===== config.mk =====
export PLATFORM = sky130hd
export DESIGN_NAME = rsw_top
export DESIGN_NICKNAME = d
export VERILOG_FILES = /design/src/logic/rsw_pkg.sv /design/src/logic/rsw_ctl_if.sv /design/src/logic/rsw_wdog.sv /design/src/logic/rsw_cmon.sv /design/src/logic/rsw_top.sv
export VERILOG_INCLUDE_DIRS = /design/src /design/src/logic
export SDC_FILE = /design/constraint.sdc
export NUM_CORES = 1
export LEC_CHECK = 0
export BUFFER_PORTS_ARGS = -buffer_cell sky130_fd_sc_hd__buf_2
export CAP_MARGIN = 25
export CELL_PAD_IN_SITES_DETAIL_PLACEMENT = 2
export CELL_PAD_IN_SITES_GLOBAL_PLACEMENT = 2
export CORE_MARGIN = 3
export CORE_UTILIZATION = 38
export DETAILED_ROUTE_END_ITERATION = 8
export PLACE_DENSITY = 0.83
export SLEW_MARGIN = 10
export SYNTH_ARGS = -nofsm -noshare
export SYNTH_HDL_FRONTEND = slang
export SYNTH_SLANG_ARGS = --single-unit
export TNS_END_PERCENT = 30

===== constraint.sdc =====
create_clock -name clk -period 3.7 [get_ports clk]
set_input_delay 0.925 -clock clk [delete_from_list [all_inputs] [get_ports clk]]
set_output_delay 0.925 -clock clk [all_outputs]
set_load 0.05 [all_outputs]

===== src/logic/rsw_regs.svh =====
// Register map, field positions, reset values and timing counts of the
// reset controller and watchdog. Assumes APB byte addresses of 4 * index.
`ifndef RSW_REGS_SVH
`define RSW_REGS_SVH

// ---------------------------------------------------------------------
// Register indices
// ---------------------------------------------------------------------
`define RSW_IDX_OPTIONS  6'h39
`define RSW_IDX_SERVICE  6'h3a
`define RSW_IDX_STATUS   6'h3b
`define RSW_IDX_TEST     6'h3e
`define RSW_IDX_CONFIG   6'h3f

// ---------------------------------------------------------------------
// Fields and reset values
// ---------------------------------------------------------------------
`define RSW_OPT_RESET    8'h10
`define RSW_OPT_CME      3
`define RSW_OPT_CLOCK_MONITOR_FORCE     2
`define RSW_CFG_RESET    8'h00
`define RSW_CFG_WDDIS    2
`define RSW_TST_INHIBIT  7
`define RSW_SVC_ARM      8'h55
`define RSW_SVC_CLEAR    8'haa
`define RSW_VEC_NORMAL   8'hff
`define RSW_VEC_SPECIAL  8'hbf
`define RSW_VEC_EXT      8'hfe
`define RSW_VEC_CMON     8'hfc
`define RSW_VEC_WDOG     8'hfa

// ---------------------------------------------------------------------
// Cycle counts
// ---------------------------------------------------------------------
`define RSW_POR_CYC      12'd4064
`define RSW_DRIVE_CYC    12'd4
`define RSW_SETTLE_CYC   12'd2
`define RSW_SYNC_LAT     12'd2
`define RSW_FETCH_CYC    12'd3
`define RSW_RATE_WIN     7'd64

`endif


===== src/logic/rsw_pkg.sv =====
// Types shared by the reset controller modules.
// Assumes nothing beyond a SystemVerilog tool.
`default_nettype none
package rsw_pkg;
  typedef enum logic [2:0] {
    ST_POR, ST_HOLD, ST_DRIVE, ST_SETTLE, ST_FETCH, ST_RUN
  } rsw_state_e;
  typedef enum logic [1:0] {
    CAUSE_EXT, CAUSE_CMON, CAUSE_WDOG
  } rsw_cause_e;
endpackage
`default_nettype wire


===== src/logic/rsw_ctl_if.sv =====
// Signals between the reset controller and its two timers.
// Assumes all three sit on the same clock.
`default_nettype none
interface rsw_ctl_if;
  logic       wd_run;
  logic [1:0] rate;
  logic       svc_wr;
  logic [7:0] svc_data;
  logic       wd_fire;
  logic       cm_en;
  logic       e_sync;
  logic       cm_fail;
  modport ctl  (output wd_run, rate, svc_wr, svc_data, cm_en, e_sync,
                input  wd_fire, cm_fail);
  modport wdog (input  wd_run, rate, svc_wr, svc_data,
                output wd_fire);
  modport cmon (input  cm_en, e_sync,
                output cm_fail);
endinterface
`default_nettype wire


===== src/logic/rsw_wdog.sv =====
// Free-running watchdog counter with arm-then-clear service.
// Assumes wd_run falls whenever the system is in reset.
`include "rsw_regs.svh"
`default_nettype none
module rsw_wdog #(
  parameter int BASE_LOG2 = 15
) (
  // Clock and reset
  input wire logic  clk,
  input wire logic  reset_n,
  // Control
  rsw_ctl_if.wdog   ctl
);
  localparam int W = BASE_LOG2 + 7;

  // Timeout in cycles for a rate code.
  function automatic logic [W-1:0] limit(input logic [1:0] r);
    limit = W'(1) << (BASE_LOG2 + 2 * int'(r));
  endfunction

  logic [W-1:0] cnt_q;
  logic         armed_q;
  logic         fire_q;
  wire          arm_wr = ctl.svc_wr && ctl.svc_data == `RSW_SVC_ARM;
  wire          clr_wr = ctl.svc_wr && ctl.svc_data == `RSW_SVC_CLEAR;
  wire          expire = cnt_q == limit(ctl.rate) - W'(1);

  assign ctl.wd_fire = fire_q;

  // Counter restarts on service or expiry; any other write leaves it.
  always_ff @(posedge clk or negedge reset_n)
  begin
    if (!reset_n)
    begin
      cnt_q   <= '0;
      armed_q <= 1'b0;
      fire_q  <= 1'b0;
    end
    else
    begin
      fire_q <= ctl.wd_run && expire;
      if (!ctl.wd_run || expire || (clr_wr && armed_q))
        cnt_q <= '0;
      else
        cnt_q <= cnt_q + W'(1);
      if (!ctl.wd_run || (clr_wr && armed_q))
        armed_q <= 1'b0;
      else if (arm_wr)
        armed_q <= 1'b1;
    end
  end
endmodule // rsw_wdog
`default_nettype wire


===== src/logic/rsw_cmon.sv =====
// Clock monitor: counts free-running oscillator cycles between edges
// of the synchronised E clock. Assumes clk is the independent oscillator.
`default_nettype none
module rsw_cmon #(
  parameter int TMO = 2000
) (
  // Clock and reset
  input wire logic  clk,
  input wire logic  reset_n,
  // Control
  rsw_ctl_if.cmon   ctl
);
  logic [15:0] cnt_q;
  logic        last_q;
  logic        fail_q;
  wire         edge_seen = ctl.e_sync != last_q;
  wire         late = cnt_q == 16'(TMO);

  assign ctl.cm_fail = fail_q;

  // Any edge restarts the count; disabled monitor never fails.
  always_ff @(posedge clk or negedge reset_n)
  begin
    if (!reset_n)
    begin
      cnt_q  <= '0;
      last_q <= 1'b0;
      fail_q <= 1'b0;
    end
    else
    begin
      last_q <= ctl.e_sync;
      fail_q <= ctl.cm_en && late && !edge_seen;
      if (!ctl.cm_en || edge_seen || late)
        cnt_q <= '0;
      else
        cnt_q <= cnt_q + 16'd1;
    end
  end
endmodule // rsw_cmon
`default_nettype wire


===== src/logic/rsw_top.sv =====
// Reset sequencer, restart vector selection, APB registers, watchdog
// and clock monitor. Assumes reset_n is the power-on detector and that
// the reset pin has a pull-up outside.
//
// The implementer's own choice: the APB slave port.
`include "rsw_regs.svh"
`default_nettype none
module rsw_top #(
  parameter int WD_BASE_LOG2 = 15,
  parameter int CM_TMO       = 2000
) (
  // Clock and power-on reset
  input  wire logic        clk,
  input  wire logic        reset_n,
  // APB slave
  input  wire logic        psel,
  input  wire logic        penable,
  input  wire logic        pwrite,
  input  wire logic [7:0]  paddr,
  input  wire logic [31:0] pwdata,
  output var  logic [31:0] prdata,
  output var  logic        pready,
  output var  logic        pslverr,
  // Reset pin, open drain
  input  wire logic        rst_pin_i,
  output var  logic        rst_pin_o,
  output var  logic        rst_pin_oe,
  // Mode and monitored clock pins
  input  wire logic        special_mode_pin,
  input  wire logic        e_clk_pin,
  // Processor core side
  output var  logic        core_rst_n,
  output var  logic        vec_fetch,
  output var  logic [15:0] vec_addr
);

  // -------------------------------------------------------------------
  // Pin synchronisers
  // -------------------------------------------------------------------
  logic [1:0] pin_sync_q;
  logic [1:0] mode_sync_q;
  logic [1:0] eclk_sync_q;
  wire        pin_s  = pin_sync_q[1];
  wire        mode_s = mode_sync_q[1];

  // Two stages each; only the second stage is read by logic.
  always_ff @(posedge clk or negedge reset_n)
  begin
    if (!reset_n)
    begin
      pin_sync_q  <= 2'b00;
      mode_sync_q <= 2'b00;
      eclk_sync_q <= 2'b00;
    end
    else
    begin
      pin_sync_q  <= {pin_sync_q[0], rst_pin_i};
      mode_sync_q <= {mode_sync_q[0], special_mode_pin};
      eclk_sync_q <= {eclk_sync_q[0], e_clk_pin};
    end
  end

  // -------------------------------------------------------------------
  // Timers
  // -------------------------------------------------------------------
  rsw_ctl_if ctl ();

  rsw_wdog #(
    .BASE_LOG2 (WD_BASE_LOG2)
  ) u_wdog (
    .clk     (clk),
    .reset_n (reset_n),
    .ctl     (ctl.wdog)
  );

  rsw_cmon #(
    .TMO     (CM_TMO)
  ) u_cmon (
    .clk     (clk),
    .reset_n (reset_n),
    .ctl     (ctl.cmon)
  );

  // -------------------------------------------------------------------
  // Sequencer state
  // -------------------------------------------------------------------
  rsw_pkg::rsw_state_e state_q;
  rsw_pkg::rsw_state_e state_d;
  rsw_pkg::rsw_cause_e cause_q;
  rsw_pkg::rsw_cause_e cause_d;
  logic [11:0]         cnt_q;
  logic [11:0]         cnt_d;
  logic                pend_cm_q;
  logic                pend_cm_d;

  // Restart vector for a cause and mode.
  function automatic logic [15:0] vector(input rsw_pkg::rsw_cause_e c,
                                         input logic spec);
    logic [7:0] hi;
    logic [7:0] lo;
    hi = spec ? `RSW_VEC_SPECIAL : `RSW_VEC_NORMAL;
    case (c)
      rsw_pkg::CAUSE_CMON: lo = `RSW_VEC_CMON;
      rsw_pkg::CAUSE_WDOG: lo = `RSW_VEC_WDOG;
      default:             lo = `RSW_VEC_EXT;
    endcase
    vector = {hi, lo};
  endfunction

  // -------------------------------------------------------------------
  // Registers and bus decode
  // -------------------------------------------------------------------
  logic [7:0]  opt_q;
  logic [7:0]  cfg_q;
  logic [7:0]  tst_q;
  logic        rate_done_q;
  logic        cfg_done_q;
  logic        clock_monitor_force_q;
  logic [6:0]  win_q;
  logic        pready_q;
  logic [31:0] prdata_q;
  logic        pslverr_q;

  wire [5:0] idx      = paddr[7:2];
  wire       in_rst   = state_q != rsw_pkg::ST_RUN;
  wire       acc      = psel && penable && !pready_q;
  wire       done     = psel && penable && pready_q;
  wire       wr       = done && pwrite;
  wire       hit_opt  = idx == `RSW_IDX_OPTIONS;
  wire       hit_svc  = idx == `RSW_IDX_SERVICE;
  wire       hit_sta  = idx == `RSW_IDX_STATUS;
  wire       hit_tst  = idx == `RSW_IDX_TEST;
  wire       hit_cfg  = idx == `RSW_IDX_CONFIG;
  wire       mapped   = hit_opt | hit_svc | hit_sta | hit_tst | hit_cfg;
  wire [7:0] wbyte    = pwdata[7:0];
  wire       rate_ok  = mode_s || (!rate_done_q && win_q < `RSW_RATE_WIN);
  wire       cfg_ok   = mode_s || !cfg_done_q;
  wire [7:0] status   = {5'h00, mode_s, 2'(cause_q)};
  wire [7:0] rd_byte  = hit_opt ? opt_q :
                        hit_sta ? status :
                        hit_tst ? tst_q :
                        hit_cfg ? cfg_q : 8'h00;
  wire       wd_inhib = cfg_q[`RSW_CFG_WDDIS] ||
                        (mode_s && tst_q[`RSW_TST_INHIBIT]);

  // Timer controls.
  assign ctl.wd_run   = !in_rst && !wd_inhib;
  assign ctl.rate     = opt_q[1:0];
  assign ctl.svc_wr   = wr && hit_svc && !in_rst;
  assign ctl.svc_data = wbyte;
  assign ctl.cm_en    = !in_rst && (opt_q[`RSW_OPT_CME] || clock_monitor_force_q);
  assign ctl.e_sync   = eclk_sync_q[1];

  // APB answers one cycle into the access phase.
  always_ff @(posedge clk or negedge reset_n)
  begin
    if (!reset_n)
    begin
      pready_q  <= 1'b0;
      prdata_q  <= 32'h0000_0000;
      pslverr_q <= 1'b0;
    end
    else
    begin
      pready_q  <= acc;
      prdata_q  <= acc && !pwrite ? {24'h000000, rd_byte} : 32'h0000_0000;
      pslverr_q <= acc && !mapped;
    end
  end

  // Options register; all control bits return to reset values while
  // the processor is held in reset.
  always_ff @(posedge clk or negedge reset_n)
  begin
    if (!reset_n)
    begin
      opt_q       <= `RSW_OPT_RESET;
      rate_done_q <= 1'b0;
      clock_monitor_force_q      <= 1'b0;
      win_q       <= 7'd0;
    end
    else if (in_rst)
    begin
      opt_q       <= `RSW_OPT_RESET;
      rate_done_q <= 1'b0;
      clock_monitor_force_q      <= 1'b0;
      win_q       <= 7'd0;
    end
    else
    begin
      if (win_q < `RSW_RATE_WIN)
        win_q <= win_q + 7'd1;
      if (wr && hit_opt)
      begin
        opt_q[7:3] <= wbyte[7:3];
        opt_q[2]   <= wbyte[2] || clock_monitor_force_q;
        if (rate_ok)
        begin
          opt_q[1:0]  <= wbyte[1:0];
          rate_done_q <= !mode_s;
        end
        if (wbyte[`RSW_OPT_CLOCK_MONITOR_FORCE])
          clock_monitor_force_q <= 1'b1;
      end
    end
  end

  // Configuration and test registers.
  always_ff @(posedge clk or negedge reset_n)
  begin
    if (!reset_n)
    begin
      cfg_q      <= `RSW_CFG_RESET;
      cfg_done_q <= 1'b0;
      tst_q      <= 8'h80;
    end
    else if (in_rst)
    begin
      cfg_done_q <= 1'b0;
      tst_q      <= {mode_s, 7'h00};
    end
    else
    begin
      if (wr && hit_cfg && cfg_ok)
      begin
        cfg_q      <= wbyte;
        cfg_done_q <= !mode_s;
      end
      if (wr && hit_tst && mode_s)
        tst_q <= wbyte;
    end
  end

  // -------------------------------------------------------------------
  // Reset sequencer
  // -------------------------------------------------------------------
  // Next state; every source but power-on funnels through the pin drive so the
  // cause is decided by what the pin does after release; power-on sets CAUSE_EXT.
  always_comb
  begin
    state_d   = state_q;
    cause_d   = cause_q;
    cnt_d     = cnt_q + 12'd1;
    pend_cm_d = pend_cm_q;
    case (state_q)
      rsw_pkg::ST_POR:
        if (cnt_q == `RSW_POR_CYC - 12'd1)
        begin
          state_d = rsw_pkg::ST_HOLD;
          cause_d = rsw_pkg::CAUSE_EXT;
          cnt_d   = 12'd0;
        end
      rsw_pkg::ST_HOLD:
      begin
        cnt_d = 12'd0;
        if (pin_s)
          state_d = rsw_pkg::ST_FETCH;
      end
      rsw_pkg::ST_DRIVE:
        if (cnt_q == `RSW_DRIVE_CYC - 12'd1)
        begin
          state_d = rsw_pkg::ST_SETTLE;
          cnt_d   = 12'd0;
        end
      rsw_pkg::ST_SETTLE:
        if (cnt_q == `RSW_SETTLE_CYC + `RSW_SYNC_LAT - 12'd1)
        begin
          cnt_d = 12'd0;
          if (!pin_s)
          begin
            state_d = rsw_pkg::ST_HOLD;
            cause_d = rsw_pkg::CAUSE_EXT;
          end
          else
          begin
            state_d = rsw_pkg::ST_FETCH;
            cause_d = pend_cm_q ? rsw_pkg::CAUSE_CMON
                                : rsw_pkg::CAUSE_WDOG;
          end
        end
      rsw_pkg::ST_FETCH:
        if (cnt_q == `RSW_FETCH_CYC - 12'd1)
        begin
          state_d = rsw_pkg::ST_RUN;
          cnt_d   = 12'd0;
        end
      rsw_pkg::ST_RUN:
      begin
        cnt_d = 12'd0;
        if (ctl.wd_fire || ctl.cm_fail || !pin_s)
        begin
          state_d   = rsw_pkg::ST_DRIVE;
          pend_cm_d = ctl.cm_fail;
        end
      end
      default:
      begin
        state_d = rsw_pkg::ST_POR;
        cnt_d   = 12'd0;
      end
    endcase
  end

  // Sequencer registers; the cause stays put until the next reset.
  always_ff @(posedge clk or negedge reset_n)
  begin
    if (!reset_n)
    begin
      state_q   <= rsw_pkg::ST_POR;
      cause_q   <= rsw_pkg::CAUSE_EXT;
      cnt_q     <= 12'd0;
      pend_cm_q <= 1'b0;
    end
    else
    begin
      state_q   <= state_d;
      cause_q   <= cause_d;
      cnt_q     <= cnt_d;
      pend_cm_q <= pend_cm_d;
    end
  end

  // -------------------------------------------------------------------
  // Outputs
  // -------------------------------------------------------------------
  logic        core_rst_n_q;
  logic        vec_fetch_q;
  logic [15:0] vec_addr_q;
  logic        pin_oe_q;
  logic        pin_o_q;

  // Core held in reset through the fetch window; vector from the cause.
  always_ff @(posedge clk or negedge reset_n)
  begin
    if (!reset_n)
    begin
      core_rst_n_q <= 1'b0;
      vec_fetch_q  <= 1'b0;
      vec_addr_q   <= 16'h0000;
      pin_oe_q     <= 1'b1;
      pin_o_q      <= 1'b0;
    end
    else
    begin
      core_rst_n_q <= state_d == rsw_pkg::ST_RUN;
      vec_fetch_q  <= state_d == rsw_pkg::ST_FETCH;
      vec_addr_q   <= vector(cause_d, mode_s);
      pin_oe_q     <= state_d == rsw_pkg::ST_DRIVE ||
                      state_d == rsw_pkg::ST_POR;
      pin_o_q      <= 1'b0;
    end
  end

  assign prdata     = prdata_q;
  assign pready     = pready_q;
  assign pslverr    = pslverr_q;
  assign rst_pin_o  = pin_o_q;
  assign rst_pin_oe = pin_oe_q;
  assign core_rst_n = core_rst_n_q;
  assign vec_fetch  = vec_fetch_q;
  assign vec_addr   = vec_addr_q;

endmodule // rsw_top
`default_nettype wire


# Yosys cells after proc, flatten, opt, wreduce, memory -nomap -nowiden
# Cells that the tools add are included.
# totals
ff_bits	129
# op_classes
addsub	6
n_lt_le_gt_ge	1
n_eq_ne	24
n_shift	1
muxes	43
bitwise_logic	5
reduce_logical	62
# ops
op	n
8-bit 2-to-1 mux	9
12-bit 2-to-1 mux	3
12-bit case mux with 3 select lines	1
1-bit by 32-bit << shifter with 22-bit output, first input constant	1
6-bit == test, second input constant	5
12-bit by 2-bit == test with 1-bit output, second input constant	2
1-bit logical AND	23
22-bit by 1-bit adder with 22-bit output, second input constant	1
22-bit == test	1
22-bit 2-to-1 mux	1
22-bit by 1-bit subtractor with 22-bit output, second input constant	1
3-bit 2-to-1 mux	7
7-bit 2-to-1 mux	3
3-bit case mux with 6 select lines	1
16-bit by 1-bit adder with 16-bit output, second input constant	1
16-bit by 11-bit == test with 1-bit output, second input constant	1
16-bit 2-to-1 mux	1
2-bit nonzero test	7
1-bit logical OR	13
12-bit by 1-bit adder with 12-bit output, second input constant	1
12-bit == test, second input constant	1
3-bit == test, second input constant	4
1-bit zero test	12
1-bit 2-to-1 mux	10
other kinds (19)	32

# Depth between registers and ports, before layout
# Gate-level depths: netlist of the first run.
# logic_depth
word_depth	9
mapped_depth	8
ltp_nobuf	6

# By module
# Synthesis of the first run repeated with hierarchy kept, for this count alone.
# hier_totals
hier_cells	591
hier_area_um2	6058.3
# by_module_without_submodules
module	instances	cells_per_inst	area_each_um2	seq_area_each_um2
rsw_top	1	367	3839.9	1880.6
rsw_wdog	1	134	1311.3	600.6
rsw_cmon	1	90	907.1	450.4

# Worst setup path after synthesis of the first run
# Ideal clock, no wire load.
# synth_timing
path_kind	input-to-reg
startpoint	input port paddr[6]
endpoint	register cfg_q[0]
setup_ps	125
arrival_ps	1979
required_time_ps	3575
path_slack_ps	1597
cell_stages	4
path_buffers	0
cell_sequence	nand3_2 nor3_4 nand3_2 mux2_2
# synth_via
elab_chain_len	4
# synth_rtl
element	line	text
start, declared	rsw_top.sv:19	input wire logic [7:0] paddr,
6-bit == test (no line)	--	
1-bit logical AND (2 in series)	rsw_top.sv:224	if (wr && hit_cfg && cfg_ok)
2-bit AND reduction (no line)	--	
end signal, assigned	rsw_top.sv:213	cfg_q <= `RSW_CFG_RESET;
end signal, assigned	rsw_top.sv:226	cfg_q <= wbyte;
end, declared	rsw_top.sv:114	logic [7:0] cfg_q;
# Every way passes these cells.
# A chain may end at the register's enable or synchronous reset.

# Worst setup path after layout of the first run
# layout_timing
startpoint	input port pwrite
endpoint	register opt_q[0]
# layout_via
elab_chain_len	4
# layout_rtl
element	line	text
start, declared	rsw_top.sv:18	input wire logic pwrite,
1-bit logical AND	rsw_top.sv:128	wire wr = done && pwrite;
1-bit logical AND	rsw_top.sv:193	if (wr && hit_opt)
2-bit nonzero test (no line)	--	
2-bit AND reduction (no line)	--	
end signal, assigned	rsw_top.sv:177	opt_q <= `RSW_OPT_RESET;
end signal, assigned	rsw_top.sv:184	opt_q <= `RSW_OPT_RESET;
end signal, assigned	rsw_top.sv:199	opt_q[1:0] <= wbyte[1:0];
end, declared	rsw_top.sv:113	logic [7:0] opt_q;
# Every way passes these cells.

==> summary.md, run 1 <==
| Metric | Value |
|---|---|
| Final period util | `0.652` |
| CTS clk-pin slew, worst paths | `0.05 ns` |
| Clk sink count | `117` |
| RSZ-0062 raised after global routing | `no` |
| Yosys cell types | `65` |
| CTS tree | `done` |
| Final #Nets | `651` |
| Max cap viols | `0` |
| Clk buf depth | `2` |
| Clk Latency, worst-skew pair | `0.42 ns` |
| H-tree levels | `4` |
| Synth top area cells | `dfrtp_1, nor2_1, buf_4` |
| Setup CP Type | `in -> reg` |
| Global route overflow | `0` |
| Initial antenna violation count | `0` |
| Critical Path RT | `4.00 ns` |
| DRT Pass-1 Iters | `4` |
| Crit path max-delay family | `simple AND/OR/NAND/NOR gates` |
| Port Buffers | `49` |
| Post-CTS setup buffers | `0` |
| GRT busiest layer | `met2` |
| Pleak | `2.97 nW` |
| Largest net degree at the start of global routing | `81` |
| Total number of vias | `4,203` |
| Layout area overhead | `14.8%` |
| Boundary Pins | `102` |
| Yosys top cell area share | `0.495` |
| Setup violators final | `0` |
| Synth Register Bits | `117` |
| Post-DP Area | `6000 µm²` |
| Crit end category | `register` |
| Drc violations | `0` |
| Ys async rst share | `1.00` |
| Final GP Congestion | `0.755` |
| Die Y | `129 µm` |
| Clock Skews | `0.00680 ns` |
| Met1 Use GR | `0.252` |
| Pwr/cell area | `479 nW/µm²` |
| First-pass GRT wire length | `25,900 µm` |
| Outcome | `complete, no violations` |
| Gr usage total | `0.203` |
| Slew @ Worst Pin | `0.781 ns` |
| Starting Density | `0.392` |
| Worst Hold Class | `reg -> reg` |
| Via-to-Cell Ratio | `5.30` |
| Peak supply drop | `0.000307 V` |
| WL/cell | `19.7 µm` |
| Sequential cell area | `2930 µm²` |
| Diodes inserted | `0` |
| Post-synth top flop | `dfrtp_1` |
| Core Footprint | `14,700 µm²` |
| Met2 Track Usage GR | `0.347` |
| Final ANT Viol Nets | `0` |
| Syn avg cell area | `10.5 µm²` |
| Startpoint types | `primary input` |
| Clk root buf | `clkbuf_16` |
| Hold Fails Final Rpt | `0` |
| Mapped Area | `5760 µm²` |
| Finished Cell Area | `6610 µm²` |
| WP data arrival | `2.71 ns` |
| Total wire length | `15,600 µm` |
| Sequential share of the synthesized area | `0.509` |
| CTS resizes | `0` |
| Synth warn | `0` |
| Num rows | `44` |
| Hold buffer count at cts | `0` |
| Max-Slew Margin vs Limit | `0.477` |
| Final min period | `2.41 ns` |
| Die Area | `16,700 µm²` |
| Die span in x | `129 µm` |
| Multi-input gate area | `2480 µm²` |
| Crit path buffers/inverters | `1` |
| Layout cells sized above 1 | `0.209` |
| CP max stage cell | `nor4_2` |
| CP max FO | `5` |
| Num CTS Buffers | `17` |
| Crit path cell chain | `buf_2 > nand4_1 > nor4_2 > o21ai_0 > mux2i_1 > nor2_1` |
| Fmax | `0.414 GHz` |
| Setup_tns | `0 ns` |
| Vias in the first global route | `4,758` |
| Max stage delay on crit path | `0.70 ns` |
| Met3 Use GR | `0.0453` |
| Leading area contributor after synthesis | `dfrtp_1` |
| Fill cells | `1,510` |
| DPL Wire Length | `10,600 µm` |
| Post-synth EDFFs | `0` |
| Syn Inst Count | `551` |
| Final slew viol count | `0` |
| DR iter-0 viols | `174` |
## synthesized netlist by cell type, types with 4 or more instances
cell type  number
a21oi_1        11
a222oi_1        5
a22o_1          5
and3_1          9
and4_1          4
buf_4          37
buf_6           4
clkbuf_1        4
dfrtp_1       114
ha_1            6
inv_1          20
mux2_2          8
mux2i_1        12
nand2_1        36
nand3_1        15
nand4_1        15
nor2_1         87
nor2_2         11
nor2b_1         4
nor3_1          8
nor4_2          4
nor4b_1         4
o21ai_0        13
or3_1           4
xnor2_1        20
xor2_1         28
## layout make-up
cell class,instances,area share
clock inverters,9,0.0189
inverters,21,0.0119
flip-flops and latches,117,0.443
repair buffers,52,0.0428
well taps,184,0.0348
clock buffers,22,0.0732
multi-input cells,388,0.375
## state kept, by name (all words and copies together), names as in the netlist, 2 cells and up
name and cells:
tst_q 8, eclk_sync_q 2, cause_q 2, cfg_q 8, pin_sync_q 2, mode_sync_q 2, vec_addr 4, opt_q 8
u_wdog.cnt_q 22, cnt_q 12, u_cmon.cnt_q 16, state_q 3, win_q 7, prdata 8
## where the power goes
part           internal, W  switching (W)  leakage, nW  total [W]
combinational    0.0000231       0.000144         1.09   0.000167
sequential         0.00129     0.00000569         1.58    0.00129
clock              0.00112       0.000588        0.298    0.00171
## metal layers
metal  up-vias  share of wire  routed length [µm]
met1      2182           0.43                6760
li1       1929              -                   -
met5         -              0                   0
met3        16          0.033                 511
met4         0          0.012                 194
met2        76           0.52                8120
## layout by cell type (no fill, tap or decap), drive strengths merged, types with 11 or more instances in the layout
| master | count |
|---|---|
| mux2i | 12 |
| nand3 | 17 |
| dfrtp | 114 |
| inv | 21 |
| clkbuf | 22 |
| nor3 | 12 |
| xnor2 | 20 |
| buf | 52 |
| conb | 27 |
| nand2 | 37 |
| nor2 | 98 |
| xor2 | 28 |
| o21ai | 13 |
| nand4 | 18 |
| a21oi | 11 |
## metrics by stage
step / power [W] / util / std cells / worst slack (ns) / hold slack [ns]
2_1_floorplan: 0.00145 / - / 576 / 1.60 / 0.331
3_3_place_gp: 0.00148 / 0.408 / 762 / 1.06 / 0.339
3_5_place_dp: 0.00148 / 0.408 / 762 / 0.950 / 0.342
4_1_cts: 0.00321 / 0.450 / 793 / 1.30 / 0.354
5_1_grt: 0.00328 / 0.450 / 793 / 1.08 / 0.362
6_report: 0.00317 / 0.450 / 793 / 1.29 / 0.348
## cell families (layout without fill, tap and decap cells)
logic type | after synthesis | after routing | synth area share
xor+xnor | 48 | 48 | 0.0730
fa+ha+maj | 7 | 7 | 0.0148
other cells | 2 | 27 | 0.00130
compound gates | 56 | 56 | 0.0695
mux | 20 | 20 | 0.0365
buf+inv | 71 | 104 | 0.0765
flops | 117 | 117 | 0.509
simple gates | 230 | 230 | 0.219
## path summary, 6_finish.rpt
check | cells after the start | slack (ns) | start | to
max | 6 | 1.29 | pwrite | opt_q[0]
min | 0 | 0.35 | eclk_sync_q[0] | eclk_sync_q[1]
max reg2reg | 5 | 1.34 | cnt_q[5] | cnt_q[3]
min reg2reg | 0 | 0.35 | eclk_sync_q[0] | eclk_sync_q[1]
max in group asynchronous | 2 | 2.37 | reset_n | tst_q[7]
min in group asynchronous | 1 | 0.48 | reset_n | cnt_q[10]
Note: power is estimated with default switching activity, not from simulation.
==> inputs of run 2 (changes only) <==
- ABC_AREA: not set -> 1
- CORE_UTILIZATION: 38 -> 30
- PLACE_DENSITY: 0.83 -> 0.76
- clock period: 3.7 -> 2.15 ns (I/O delays scaled with it)
==> run 2 against run 1 <==
  * Die area increased by 37%
  * Sequential share of layout area decreased by 4.7 points
  * Synthesized cell count increased by 47%
  * Final cell count increased by 45%
  * Cell area increased by 12%
  * Critical endpoint is now u_wdog.cnt_q[8]
  * Largest cell class unchanged
==> summary.md, run 2 <==
| Metric | Value |
|---|---|
| Diodes inserted | `0` |
| Largest net degree at the start of global routing | `48` |
| First-pass GRT wire length | `30,300 µm` |
| Final #Nets | `918` |
| CP max FO | `21` |
| Post-CTS setup buffers | `0` |
| Peak supply drop | `0.000362 V` |
| Max stage delay on crit path | `0.37 ns` |
| Final ANT Viol Nets | `0` |
| RSZ-0062 raised after global routing | `no` |
| Crit end category | `register` |
| Final min period | `1.78 ns` |
| Synth Register Bits | `117` |
| Dpl cells | `1,115` |
| CTS tree | `done` |
| Setup violators final | `0` |
| Most frequent cell after synthesis | `nand2_1` |
| Clk buf depth | `2` |
| Setup CP Type | `reg -> reg` |
| Num rows | `52` |
| Worst Hold Class | `in -> async` |
| Final GP Congestion | `0.756` |
| H-tree levels | `4` |
| Max cap viols | `0` |
| WP data arrival | `2.09 ns` |
| Layout cells sized above 1 | `0.145` |
| Pwr/cell area | `735 nW/µm²` |
| CP max stage cell | `dfrtp_1` |
| Startpoint types | `register` |
| Most frequent cells after synthesis | `nand2_1, nor2_1, dfrtp_1, inv_1, nand3_1` |
| CTS resizes | `0` |
| Vias in the first global route | `5,898` |
| Ys async rst share | `1.00` |
| Most common library cell in the layout ignoring fill and taps | `nand2_1` |
| Synth warn | `0` |
| Initial antenna violation count | `0` |
| Crit path cell chain | `ha_1 > nand2_1 > nor2_4 > nand3_1 > nor2_1 > nand3_1 > nand2_2 > buf_12 > nor2_1` |
| Clk root buf | `clkbuf_16` |
| Num CTS Buffers | `17` |
| Sequential share of the synthesized area | `0.462` |
| Post-synth top flop | `dfrtp_1` |
| Post-synth EDFFs | `0` |
| Final slew viol count | `0` |
| Setup_tns | `0 ns` |
| Syn Inst Count | `808` |
| Core Footprint | `20,500 µm²` |
| Leading area contributor after synthesis | `dfrtp_1` |
| Boundary Pins | `102` |
| Critical Path RT | `2.46 ns` |
| CTS clk-pin slew, worst paths | `0.06 ns` |
| DR iter-0 viols | `178` |
| Yosys cell types | `42` |
| Clk Latency, worst-skew pair | `0.43 ns` |
| Pleak | `3.34 nW` |
| Final period util | `0.828` |
| Largest registers | `u_wdog.cnt_q x22, u_cmon.cnt_q x16, cnt_q x12` |
| Fmax | `0.562 GHz` |
| Max-Slew Margin vs Limit | `0.662` |
| Finished Cell Area | `7400 µm²` |
| Gr usage total | `0.167` |
| Max reg flops | `22` |
| Hold_ws | `0.0682 ns` |
| WL/cell | `15.7 µm` |
| Total wire length | `18,000 µm` |
| DPL Wire Length | `12,900 µm` |
| DRT Pass-1 Iters | `4` |
| Synth top area cells | `dfrtp_1, nand2_1, nor2_1` |
| Die span in x | `151 µm` |
| Crit path buffers/inverters | `1` |
| Crit path max-delay family | `simple AND/OR/NAND/NOR gates` |
| Slew @ Worst Pin | `0.505 ns` |
| Outcome | `complete, no violations` |
| Total number of vias | `5,421` |
| Non-Filler Instances | `1,147` |
| Yosys top cell area share | `0.450` |
| Port Buffers | `49` |
| Die Y | `151 µm` |
| Clk sink count | `117` |
| Syn avg cell area | `7.84 µm²` |
| Post-DP Area | `6810 µm²` |
| Drc violations | `0` |
| Via-to-Cell Ratio | `4.73` |
| Clock Skews | `0.00726 ns` |
| Die Area | `22,900 µm²` |
| Starting Density | `0.309` |
| Hold buffer count at cts | `0` |
| Commonest cells after routing, fill and taps aside | `nand2_1, nor2_1, dfrtp_1` |
| Largest Register | `u_wdog.cnt_q` |
| Hold Fails Final Rpt | `0` |
| Mapped Area | `6340 µm²` |
| Global route overflow | `0` |
| Layout area overhead | `16.8%` |
-- run 2: cell types whose count changed after synthesis, moves of 15 or more --
cell	before	now
nand2_1	36	146
nand3_1	15	67
inv_1	20	104
nor3_1	8	23
nor2_1	87	123
xnor2_1	20	4
o21ai_0	13	52
-- run 2: worst paths after layout --
path | slack [ns] | start | endpoint | cells after the start
hold / removal | 0.07 | reset_n | cfg_q[4] | 1
hold reg to reg | 0.35 | pin_sync_q[0] | pin_sync_q[1] | 0
setup reg to reg | 0.37 | u_wdog.cnt_q[0] | u_wdog.cnt_q[8] | 9
max in group asynchronous | 1.41 | reset_n | rst_pin_oe | 2
min in group clk | 0.22 | rst_pin_i | pin_sync_q[0] | 1
setup / recovery | 0.37 | u_wdog.cnt_q[0] | u_wdog.cnt_q[8] | 9
-- run 2: area by class of cell --
cell class	instances	area, µm²
inverters	106	403
repair buffers	60	380
flip-flops and latches	117	2930
multi-input cells	562	2750
clock buffers	18	439
clock inverters	14	160
fillers	2409	13100
well taps	270	338
-- run 2: cells by family after synthesis --
logic type	Yosys count	share of synthesized area
other	2	0.00118
AO/OA/AOI/OAI	89	0.0768
AND/OR/NAND/NOR	412	0.291
flip-flops	117	0.462
adder cells (fa/ha/maj)	6	0.0118
buffers and inverters	154	0.118
XOR/XNOR	28	0.0387
-- run 2: per-layer routing --
metal  track usage  wire, µm  vias up
met5             0         0        -
met1         0.214      8370     2675
met2         0.282      8690       82
met4        0.0594       311        0
li1              -         -     2641
met3        0.0311       602       23
-- run 2: power breakdown --
group	internal, W	switching (W)	total (W)
sequential	0.00222	0.00000895	0.00223
clock	0.00184	0.00108	0.00292
combinational	0.0000424	0.000249	0.000291
total	0.00410	0.00134	0.00544
-- run 2: stage by stage --
step	worst slack [ns]	total power (W)	utilization
3_3_place_gp	0.224	0.00255	0.332
5_1_grt	0.137	0.00563	0.361
4_1_cts	0.283	0.00552	0.361
6_report	0.371	0.00544	0.361
3_5_place_dp	0.195	0.00256	0.332
2_1_floorplan	0.511	0.00250	-
